==> config.mk <==
export PLATFORM = sky130hd
export DESIGN_NAME = sdims_top
export DESIGN_NICKNAME = d
export VERILOG_FILES = /design/src/hw/sdims_pkg.sv /design/src/hw/sdims_sync.sv /design/src/hw/sdims_top.sv
export SDC_FILE = /design/constraint.sdc
export NUM_CORES = 1
export LEC_CHECK = 0
export BUFFER_PORTS_ARGS = -buffer_cell sky130_fd_sc_hd__clkbuf_2
export CAP_MARGIN = 10
export CORE_ASPECT_RATIO = 1.2
export CORE_MARGIN = 2
export CORE_UTILIZATION = 35
export CTS_BUF_LIST = sky130_fd_sc_hd__clkbuf_4 sky130_fd_sc_hd__clkbuf_8
export DETAILED_ROUTE_END_ITERATION = 10
export PLACE_DENSITY = 0.7
export SETUP_SLACK_MARGIN = 0.5
export SYNTH_ARGS = -nofsm -noshare
export SYNTH_HDL_FRONTEND = slang
export SYNTH_SLANG_ARGS = --single-unit
==> constraint.sdc <==
create_clock -name CLOCK -period 4 [get_ports CLOCK]
set_input_delay 0.8 -clock CLOCK [delete_from_list [all_inputs] [get_ports CLOCK]]
set_output_delay 0.8 -clock CLOCK [all_outputs]
set_load 0.01 [all_outputs]
==> src/hw/sdims_pkg.sv <==
package sdims_pkg;
	// Register map
	localparam logic [7:0] REG_MODE = 8'h7C;
	localparam logic [7:0] REG_POWER = 8'h80;
	localparam logic [31:0] MODE_RESET = 32'h0000_0000;
	// Field positions
	localparam int INIT_MODE_LSB = 4;
	localparam int INIT_MODE_MSB = 6;
	localparam int TYPE_LSB = 0;
	localparam int TYPE_MSB = 1;
	localparam logic [1:0] TYPE_SDR = 2'h0;
	// Host address bits that form the mode register value
	localparam int MRS_ADDR_LSB = 3;
	localparam int MRS_ADDR_MSB = 15;
	localparam int MA_WIDTH = 13;
	// Power control bits in REG_POWER
	localparam int PWR_LOWPOWER_BIT = 0;
	localparam int PWR_SUSPEND_BIT = 1;
	localparam int PWR_SR_BIT = 2;
	localparam int PWR_BUSY_BIT = 3;

	typedef enum logic [2:0] {
		SDIMS_MODE_POST_RESET = 3'h0,
		SDIMS_MODE_NOP = 3'h1,
		SDIMS_MODE_PRECHARGE = 3'h2,
		SDIMS_MODE_MRS = 3'h3,
		SDIMS_MODE_RSVD4 = 3'h4,
		SDIMS_MODE_RSVD5 = 3'h5,
		SDIMS_MODE_CBR = 3'h6,
		SDIMS_MODE_NORMAL = 3'h7
	} sdims_mode_type;

	// SDRAM command encoding {cs_n, ras_n, cas_n, we_n}
	typedef enum logic [3:0] {
		SDIMS_CMD_DESEL = 4'h8,
		SDIMS_CMD_NOP = 4'h7,
		SDIMS_CMD_ACT = 4'h3,
		SDIMS_CMD_READ = 4'h5,
		SDIMS_CMD_WRITE = 4'h4,
		SDIMS_CMD_PRE = 4'h2,
		SDIMS_CMD_REF = 4'h1,
		SDIMS_CMD_MRS = 4'h0
	} sdims_cmd_type;

	typedef struct packed {
		logic valid;
		logic write;
		logic [31:0] addr;
	} sdims_req_type;

	typedef struct packed {
		sdims_cmd_type cmd;
		logic [MA_WIDTH-1:0] addr;
	} sdims_sdram_type;

	typedef enum logic [1:0] {
		SDIMS_PS_RUN = 2'h0,
		SDIMS_PS_FLUSH = 2'h1,
		SDIMS_PS_SELFREF = 2'h3,
		SDIMS_PS_EXIT = 2'h2
	} sdims_pstate_type;
endpackage

==> src/hw/sdims_sync.sv <==
`timescale 1ns/100ps
`default_nettype none
// Two-stage synchroniser for a level from outside the clock domain
module sdims_sync
(
	input wire logic clk,
	input wire logic d,
	output logic q
);
	logic meta;
	logic next_meta;
	logic next_q;

	// Only the second stage is visible to logic
	always_comb
	begin
		next_meta = d;
		next_q = meta;
	end

	always_ff @(posedge clk)
	begin
		meta <= next_meta;
		q <= next_q;
	end
endmodule
`default_nettype wire

==> src/hw/sdims_top.sv <==
// Summary of operation
// - A read/write three-bit init mode field sits at bits 6 to 4 of the mode register.
// - The init mode field clears to zero whenever any reset ends.
// - All clock enables are high while reset is active.
// - After reset the clock enables stay low until a nonzero mode is written, then all go high.
// - A suspend request flushes pending commands, then puts every row into self-refresh.
// - Resume from suspend resets the block, clearing the mode; clock enables are high in reset, then stay low until a nonzero mode write.
// - Entry to idle or standby sleep flushes pending commands and enters self-refresh.
// - Exit from those states leaves self-refresh and resumes normal work with no software action.
// - Mode 001 turns every memory cycle into a NOP command.
// - Mode 010 turns every memory cycle into a precharge-all command.
// - Mode 011 issues mode register set with host address 15:3 on memory address 12:0.
// - Mode 110 turns every memory cycle into a CAS-before-RAS refresh.
// - Mode 111 is normal reads and writes; 100 and 101 are reserved.
// - A read-only two-bit memory type field reads 00 for single data rate SDRAM.
//
// Added by the designer: the register addresses and the address-and-strobe port.
`timescale 1ns/100ps
`default_nettype none
module sdims_top
#(
	parameter int ROWS = 4
)
(
	input wire logic CLOCK,
	input wire logic NRST,
	input wire logic [7:0] REG_ADDR,
	input wire logic [31:0] REG_WDATA,
	input wire logic REG_WRITE,
	input wire logic REG_READ,
	output logic [31:0] REG_RDATA,
	input wire sdims_pkg::sdims_req_type HOST_REQ,
	output logic HOST_READY,
	input wire logic SUSPEND_REQ,
	input wire logic LOWPOWER_REQ,
	output logic [ROWS-1:0] CKE,
	output sdims_pkg::sdims_sdram_type SDRAM_OUT,
	output logic SELF_REFRESH
);
	logic suspend_sync;
	logic lowpower_sync;
	logic [2:0] memory_init_mode;
	logic [2:0] next_memory_init_mode;
	logic cke_on;
	logic next_cke_on;
	logic [31:0] rdata;
	logic [31:0] next_rdata;
	sdims_pkg::sdims_pstate_type pstate;
	sdims_pkg::sdims_pstate_type next_pstate;
	logic pending;
	logic next_pending;
	sdims_pkg::sdims_req_type held;
	sdims_pkg::sdims_req_type next_held;
	sdims_pkg::sdims_sdram_type sdram;
	sdims_pkg::sdims_sdram_type next_sdram;
	logic [1:0] memory_type_code;
	logic mode_write;
	logic [31:0] mode_word;
	logic [31:0] power_word;
	logic sleep_req;
	logic flush_done;

	// Power requests come from another power domain, so synchronise them
	sdims_sync u_sync_suspend
	(
		.clk(CLOCK),
		.d(SUSPEND_REQ),
		.q(suspend_sync)
	);

	sdims_sync u_sync_lowpower
	(
		.clk(CLOCK),
		.d(LOWPOWER_REQ),
		.q(lowpower_sync)
	);

	assign memory_type_code = sdims_pkg::TYPE_SDR;
	assign mode_write = REG_WRITE && (REG_ADDR == sdims_pkg::REG_MODE);
	assign sleep_req = suspend_sync || lowpower_sync;

	// Mode field and clock-enable latch
	always_comb
	begin
		next_memory_init_mode = memory_init_mode;
		next_cke_on = cke_on;
		if (mode_write)
		begin
			next_memory_init_mode =
				REG_WDATA[sdims_pkg::INIT_MODE_MSB:sdims_pkg::INIT_MODE_LSB];
			if (REG_WDATA[sdims_pkg::INIT_MODE_MSB:sdims_pkg::INIT_MODE_LSB]
				!= sdims_pkg::SDIMS_MODE_POST_RESET)
			begin
				next_cke_on = 1'b1;
			end
		end
	end

	// Resume from suspend is delivered as a reset on NRST, which clears both
	always_ff @(posedge CLOCK)
	begin
		if (!NRST)
		begin
			memory_init_mode <= sdims_pkg::SDIMS_MODE_POST_RESET;
			cke_on <= 1'b0;
		end
		else
		begin
			memory_init_mode <= next_memory_init_mode;
			cke_on <= next_cke_on;
		end
	end

	// CKE high while in reset; low in self-refresh so rows keep their data
	always_comb
	begin
		if (!NRST)
		begin
			CKE = {ROWS{1'b1}};
		end
		else if (cke_on && pstate != sdims_pkg::SDIMS_PS_SELFREF)
		begin
			CKE = {ROWS{1'b1}};
		end
		else
		begin
			CKE = {ROWS{1'b0}};
		end
	end

	// Host requests are taken only while running and nothing is held
	assign HOST_READY = (pstate == sdims_pkg::SDIMS_PS_RUN) && !pending && !sleep_req;

	// Flush ends once the last held cycle has gone out
	assign flush_done = (pstate == sdims_pkg::SDIMS_PS_FLUSH) && !pending;

	// Command issue; one command per host cycle, and a held cycle drains before sleep
	always_comb
	begin
		next_pending = pending;
		next_held = held;
		next_sdram.cmd = sdims_pkg::SDIMS_CMD_NOP;
		next_sdram.addr = sdram.addr;
		if (HOST_READY && HOST_REQ.valid)
		begin
			next_pending = 1'b1;
			next_held = HOST_REQ;
		end
		if (pending)
		begin
			next_pending = 1'b0;
			next_sdram.addr =
				held.addr[sdims_pkg::MRS_ADDR_MSB:sdims_pkg::MRS_ADDR_LSB];
			case (memory_init_mode)
				sdims_pkg::SDIMS_MODE_NOP:
				begin
					next_sdram.cmd = sdims_pkg::SDIMS_CMD_NOP;
				end
				sdims_pkg::SDIMS_MODE_PRECHARGE:
				begin
					next_sdram.cmd = sdims_pkg::SDIMS_CMD_PRE;
				end
				sdims_pkg::SDIMS_MODE_MRS:
				begin
					next_sdram.cmd = sdims_pkg::SDIMS_CMD_MRS;
				end
				sdims_pkg::SDIMS_MODE_CBR:
				begin
					next_sdram.cmd = sdims_pkg::SDIMS_CMD_REF;
				end
				sdims_pkg::SDIMS_MODE_NORMAL:
				begin
					next_sdram.cmd = held.write ? sdims_pkg::SDIMS_CMD_WRITE
						: sdims_pkg::SDIMS_CMD_READ;
				end
				default:
				begin
					// Reserved modes and the post-reset mode send nothing but NOP
					next_sdram.cmd = sdims_pkg::SDIMS_CMD_NOP;
				end
			endcase
		end
		else if (flush_done)
		begin
			// Refresh with CKE dropping at the same edge enters self-refresh
			next_sdram.cmd = sdims_pkg::SDIMS_CMD_REF;
		end
	end

	// Command path registers; reset parks the bus on NOP
	always_ff @(posedge CLOCK)
	begin
		if (!NRST)
		begin
			pending <= 1'b0;
			held <= '0;
			sdram.cmd <= sdims_pkg::SDIMS_CMD_NOP;
			sdram.addr <= '0;
		end
		else
		begin
			pending <= next_pending;
			held <= next_held;
			sdram <= next_sdram;
		end
	end

	// Power state; a request before any mode write is ignored, as CKE is still off
	always_comb
	begin
		next_pstate = pstate;
		case (pstate)
			sdims_pkg::SDIMS_PS_RUN:
			begin
				if (sleep_req && cke_on)
				begin
					next_pstate = sdims_pkg::SDIMS_PS_FLUSH;
				end
			end
			sdims_pkg::SDIMS_PS_FLUSH:
			begin
				if (flush_done)
				begin
					next_pstate = sdims_pkg::SDIMS_PS_SELFREF;
				end
			end
			sdims_pkg::SDIMS_PS_SELFREF:
			begin
				if (!sleep_req)
				begin
					next_pstate = sdims_pkg::SDIMS_PS_EXIT;
				end
			end
			sdims_pkg::SDIMS_PS_EXIT:
			begin
				// One cycle with CKE high before new host cycles are taken
				next_pstate = sdims_pkg::SDIMS_PS_RUN;
			end
			default:
			begin
				next_pstate = sdims_pkg::SDIMS_PS_RUN;
			end
		endcase
	end

	// Power state register
	always_ff @(posedge CLOCK)
	begin
		if (!NRST)
		begin
			pstate <= sdims_pkg::SDIMS_PS_RUN;
		end
		else
		begin
			pstate <= next_pstate;
		end
	end

	// SDRAM_OUT comes straight from registers, so the memory bus never glitches; SELF_REFRESH is decoded from pstate
	assign SDRAM_OUT = sdram;
	assign SELF_REFRESH = (pstate == sdims_pkg::SDIMS_PS_SELFREF);

	// Register read words; unused bits read zero
	always_comb
	begin
		mode_word = sdims_pkg::MODE_RESET;
		mode_word[sdims_pkg::INIT_MODE_MSB:sdims_pkg::INIT_MODE_LSB] = memory_init_mode;
		mode_word[sdims_pkg::TYPE_MSB:sdims_pkg::TYPE_LSB] = memory_type_code;
		power_word = 32'h0000_0000;
		power_word[sdims_pkg::PWR_LOWPOWER_BIT] = lowpower_sync;
		power_word[sdims_pkg::PWR_SUSPEND_BIT] = suspend_sync;
		power_word[sdims_pkg::PWR_SR_BIT] = SELF_REFRESH;
		power_word[sdims_pkg::PWR_BUSY_BIT] = pending;
	end

	// Unmapped reads return zero, so software can probe without side effects
	always_comb
	begin
		next_rdata = 32'h0000_0000;
		if (REG_READ)
		begin
			case (REG_ADDR)
				sdims_pkg::REG_MODE: next_rdata = mode_word;
				sdims_pkg::REG_POWER: next_rdata = power_word;
				default: next_rdata = 32'h0000_0000;
			endcase
		end
	end

	// Read data stands only in the cycle after the strobe
	always_ff @(posedge CLOCK)
	begin
		if (!NRST)
		begin
			rdata <= 32'h0000_0000;
		end
		else
		begin
			rdata <= next_rdata;
		end
	end

	assign REG_RDATA = rdata;
endmodule
`default_nettype wire

# Word level (Yosys, flattened, before mapping)
# Cells that the tools add are included.
[op_classes] n_eq_ne=13 mux=12 n_bitwise=1 n_reduce_logical=16
[ops] operator="one-hot mux 7 bit (2 select lines)" n=1
[ops] operator="2-to-1 mux 4 bit" n=3
[ops] operator="one-hot mux 3 bit (4 select lines)" n=1
[ops] operator="equality test 8 x 7 -> 1 bit, second input constant" n=1
[ops] operator="equality test 8 bit, second input constant" n=1
[ops] operator="one-hot mux 2 bit (4 select lines)" n=1
[ops] operator="logical AND 1 bit" n=7
[ops] operator="equality test 3 x 2 -> 1 bit, second input constant" n=2
[ops] operator="equality test 3 bit, second input constant" n=2
[ops] operator="2-to-1 mux 2 bit" n=3
[ops] operator="inequality test 2 bit, second input constant" n=3
[ops] operator="equality test 2 bit, second input constant" n=2
[ops] operator="AND reduction 2 bit" n=2
[ops] operator="2-to-1 mux 3 bit" n=1
[ops] operator="AND reduction 3 bit" n=1
[ops] operator="nonzero test 3 bit" n=1
[ops] operator="equality test 2 x 1 -> 1 bit, second input constant" n=1
[ops] operator="logical NOT 1 bit" n=2
[ops] operator="logical NOT 2 bit" n=1
[ops] operator="2-to-1 mux 1 bit" n=2
[ops] operator="inequality test 2 x 1 -> 1 bit, second input constant" n=1
[ops] operator="OR reduction 2 bit" n=1
[ops] operator="logical OR 1 bit" n=1
[ops] operator="inverter 1 bit" n=1
[totals] reg_bits=77 input_bits=80 word_cells=55

# Longest topological paths before layout
[logic_depth] ltp_word=5 depth_mapped=5

# By module
# Synthesis repeated with hierarchy kept, for this count alone.
[unflattened] hier_cells=207 hier_area_um2=2008.2
[modules_own_cells] mod="sdims_top" n_inst=1 cells_per_inst=203 area_per_inst_um2=1928.1 seq_area_each_um2=880.8
[modules_own_cells] mod="sdims_sync" n_inst=2 cells_per_inst=2 area_per_inst_um2=40.0 seq_area_each_um2=40.0

# Worst setup path after synthesis
# Ideal clock, no wire load.
[synth_path] kind="input -> output" startpoint="in NRST" endpoint="out CKE[1]" t_arrival_ps=1767 required_ps=3200 slack_ps=1433 stages=4 cell_sequence="clkbuf_1 -> clkbuf_1 -> o21ai_0 -> buf_4"
[synth_via] elab_chain_len=1
[synth_lines] item="from (decl)" line="sdims_top.sv:26" source="input wire logic NRST,"
[synth_lines] item="2-to-1 mux 4 bit" line="sdims_top.sv:117" source="if (!NRST)"
[synth_lines] item="to (decl)" line="sdims_top.sv:36" source="output logic [ROWS-1:0] CKE,"
# Every way passes these cells.

# Worst setup path in the final report
[layout_path] startpoint="in NRST" endpoint="out CKE[3]"
# Same word-level chain as after synthesis.

==> metrics.txt <==
# TYPE chip_impl_metric gauge
chip_impl_info{name="result_of_the_run",value="finished, final reports clean"} 1
chip_impl_metric{name="number_of_antenna_violations_at_the_first_check_in_global_routing",unit=""} 0
chip_impl_metric{name="postSynthCellCount",unit=""} 207
chip_impl_metric{name="place.gp.congestion",unit=""} 0.6844
chip_impl_metric{name="synth-seq-cells",unit=""} 48
chip_impl_metric{name="synth.top_cell.area_share",unit="%"} 47.97
chip_impl_metric{name="antenna_left",unit=""} 0
chip_impl_metric{name="area_delta_synth_final",unit="%"} 16.86
chip_impl_metric{name="regArea",unit="sq um"} 960.9
chip_impl_metric{name="drt-total-wl",unit="mm"} 3.363
chip_impl_metric{name="power.static_leakage",unit="nW"} 1.031
chip_impl_metric{name="setup_tns",unit="ns"} 0
chip_impl_metric{name="grt_pass1_vias",unit=""} 1242
chip_impl_metric{name="timing.final.hold_violations",unit=""} 0
chip_impl_info{name="top_layer",value="met4"} 1
chip_impl_metric{name="timing.critical_path.required",unit="ns"} 3.20
chip_impl_metric{name="report.power.total",unit="W"} 0.0008960
chip_impl_metric{name="die_w",unit="microns"} 73.06
chip_impl_metric{name="p_sw_share",unit="%"} 21.42
chip_impl_metric{name="synth_cell_type_count",unit=""} 26
chip_impl_metric{name="placedInstanceArea",unit="sq mm"} 0.002230
chip_impl_metric{name="post-route-cell-area",unit="sq mm"} 0.002341
chip_impl_metric{name="synth_enable_flop_cells",unit=""} 0
chip_impl_metric{name="synth_async_sr_flop_share",unit="%"} 0
chip_impl_metric{name="fmax",unit="MHz"} 389.8
chip_impl_metric{name="routed-wl-met2",unit="mm"} 1.726
chip_impl_metric{name="clk_path_buf_depth",unit=""} 2
chip_impl_metric{name="vdd_ir_drop_max",unit="V"} 0.0001567
chip_impl_metric{name="setup_fix_bufs_post_cts",unit=""} 0
chip_impl_metric{name="clock-skew-final",unit="ns"} 0.005788
chip_impl_metric{name="multiInputGateArea",unit="sq um"} 862.1
chip_impl_metric{name="grt-ovfl-total",unit=""} 0
chip_impl_metric{name="cts.htree.levels",unit=""} 2
chip_impl_metric{name="num_io_pins",unit=""} 135
chip_impl_metric{name="floorplan.initialDensity",unit="%"} 35.82
chip_impl_info{name="timing.setup.critical_path_class",value="in -> out"} 1
chip_impl_info{name="worst_setup_path_end_kind",value="primary output"} 1
chip_impl_metric{name="drv_cap",unit=""} 0
chip_impl_metric{name="remaining_drc_errors",unit=""} 0
chip_impl_metric{name="die_h",unit="microns"} 86.88
chip_impl_metric{name="share_clk_of_total_power",unit="%"} 38.2
chip_impl_metric{name="tritoncts_num_sinks",unit=""} 48
chip_impl_info{name="start_kind",value="input pin"} 1
chip_impl_metric{name="route.detailed.wl_per_inst",unit="microns"} 10.28
chip_impl_metric{name="synth_warnings",unit=""} 0
chip_impl_metric{name="slew_viol_final",unit=""} 0
chip_impl_metric{name="pwr-share-comb",unit="%"} 7.2
chip_impl_metric{name="cts.clk_slew.worst_paths",unit="ns"} 0.08
chip_impl_metric{name="worst_skew_pair.late_latency",unit="ns"} 0.29
chip_impl_metric{name="p_sw",unit="W"} 0.0001919
chip_impl_metric{name="vias",unit=""} 1415
chip_impl_metric{name="n_fill_cell",unit=""} 578
chip_impl_metric{name="post_cts_repair_resize_count",unit=""} 0
chip_impl_info{name="hold_class",value="reg -> reg"} 1
chip_impl_metric{name="std_cell_rows",unit=""} 30
chip_impl_info{name="cts_tree",value="done"} 1
chip_impl_metric{name="fin_util",unit="%"} 41.86
chip_impl_metric{name="num_antenna_cells",unit=""} 0
chip_impl_metric{name="hpwl",unit="mm"} 2.433
chip_impl_metric{name="cp_max_fo",unit=""} 55
chip_impl_metric{name="cp.arrival",unit="ns"} 1.77
chip_impl_info{name="setup_repair_after_global_routing_missed_its_margin",value="no"} 1
chip_impl_metric{name="period_utilization",unit="%"} 64.13
chip_impl_metric{name="design.die.area",unit="sq mm"} 0.006347
chip_impl_metric{name="cellInternalPower",unit="W"} 0.0007041
chip_impl_metric{name="cts_made_buffers",unit=""} 5
chip_impl_metric{name="report.final.setup_viol",unit=""} 0
chip_impl_metric{name="drt_first_pass_iters",unit=""} 4
chip_impl_info{name="synthMostInstantiatedCell",value="dfxtp_1"} 1
chip_impl_metric{name="globalRouteTotalUtil",unit="%"} 11.28
chip_impl_metric{name="postCtsHoldBufs",unit=""} 0
chip_impl_info{name="netlist_top_cells_area",value="dfxtp_1, mux2i_1, buf_4"} 1
chip_impl_metric{name="core_region_area",unit="sq mm"} 0.005593
chip_impl_metric{name="power_density",unit="mW/mm^2"} 382.7
chip_impl_metric{name="design.final.nets",unit=""} 342
chip_impl_info{name="netlist.top_cell.by_area",value="dfxtp_1"} 1
chip_impl_metric{name="seq_power_share",unit="%"} 54.6
chip_impl_info{name="synth-main-ff-cell",value="dfxtp_1"} 1
chip_impl_metric{name="grt_pass1_wl",unit="mm"} 5.437
chip_impl_metric{name="worstMarginPinSlew",unit="ns"} 0.8979
chip_impl_metric{name="yosysSeqAreaShare",unit="%"} 47.97
chip_impl_metric{name="fin_worst_hold_slack",unit="ns"} 0.3309
chip_impl_metric{name="met1Wirelength",unit="mm"} 1.387
chip_impl_metric{name="synth.avg_cell_area",unit="sq um"} 9.677
chip_impl_metric{name="detail_route.iter0.violations",unit=""} 59
chip_impl_metric{name="drive_above_1_share",unit="%"} 27.76
chip_impl_metric{name="worst_slew_margin_relative_to_its_limit",unit="%"} 40.14
chip_impl_metric{name="grt_start_max_net_pins",unit=""} 56
chip_impl_info{name="synth_commonest_cells",value="dfxtp_1, nand2_1, buf_4, mux2i_1, nor2b_1"} 1
chip_impl_metric{name="port-buffer-count",unit=""} 60
chip_impl_info{name="clock_root_buffer",value="clkbuf_8"} 1
chip_impl_metric{name="viasPerCell",unit=""} 4.327
chip_impl_metric{name="route.met3.wl",unit="microns"} 226
chip_impl_metric{name="finalCriticalPeriod",unit="ns"} 2.565
chip_impl_metric{name="synthesis.area",unit="sq mm"} 0.002003
[area by class of cell]
type,instances,share of cell area (%)
clock buffer,6,3.260
tap,64,3.421
multi-input combinational,142,36.83
timing repair buffer,62,13.47
sequential,48,41.05
inverter,3,0.4810
clock inverter,2,1.497
[worst paths after layout]
kind,start,endpoint,slack (ns),cells after the start
setup / recovery,NRST,CKE[3],1.43,4
hold / removal,u_sync_suspend.meta$_DFF_P_,u_sync_suspend.q$_DFF_P_,0.33,0
setup reg to reg,u_sync_lowpower.q$_DFF_P_,held[9]$_SDFFE_PN0P_,2.30,3
hold reg to reg,u_sync_suspend.meta$_DFF_P_,u_sync_suspend.q$_DFF_P_,0.33,0
[placed cells by master, fill, tap and decap left out, types with 2 or more instances in the layout]
cell type	Yosys	layout
nor2b_1	14	14
conb_1	1	26
a21o_1	2	2
o21ai_0	3	3
clkbuf_2	0	60
dfxtp_1	48	48
inv_1	3	3
or4_1	2	2
and2_1	9	9
buf_4	30	2
clkbuf_8	0	5
nand2_1	40	40
mux2i_1	30	30
nor3_1	2	2
nand4_1	2	2
nor2_1	2	2
[power by group through the flow]
| stage | registers [W] | logic, W | clock network, W |
|---|---|---|---|
| detailed placement | 0.000500 | 0.0000652 | 0 |
| CTS | 0.000489 | 0.0000653 | 0.000360 |
| global route | 0.000490 | 0.0000734 | 0.000384 |
| floorplan | 0.000500 | 0.0000623 | 0 |
| finish | 0.000489 | 0.0000648 | 0.000342 |
| global placement | 0.000500 | 0.0000644 | 0 |
[critical path, stage by stage]
cell	delay [ns]
clkbuf_2	0.07
buf_4	0.40
o21ai_0	0.29
clkbuf_2	0.20
[cell families after synthesis]
| group | count (synthesis) | share of synthesized area [%] |
|---|---|---|
| simple gates | 77 | 20.17 |
| flops | 48 | 47.97 |
| buf+inv | 42 | 13.68 |
| mux | 30 | 14.99 |
| compound gates | 9 | 2.998 |
| other cells | 1 | 0.1872 |
[sequential cells by signal, indices dropped and copies added, names as in the netlist]
name	cells
u_sync_lowpower.q	1
pstate	2
SDRAM_OUT	16
u_sync_lowpower.meta	1
held	14
cke_on	1
REG_RDATA	7
pending	1
memory_init_mode	3
u_sync_suspend.meta	1
u_sync_suspend.q	1
[routing by layer]
layer  vias up  GRT usage [%]
met1       638          11.68
met2        53          20.56
met4         0          4.040
li1        722              -
met3         2          4.051
met5         -              0
[metrics by stage]
| stage | std cells | setup slack [ns] |
|---|---|---|
| after global routing | 327 | 1.262 |
| after floorplan | 232 | 1.433 |
| after detailed placement | 319 | 1.411 |
| after CTS | 327 | 1.410 |
| final | 327 | 1.435 |
| after global placement | 319 | 1.432 |
No activity file was read; power rests on OpenSTA's default activity.
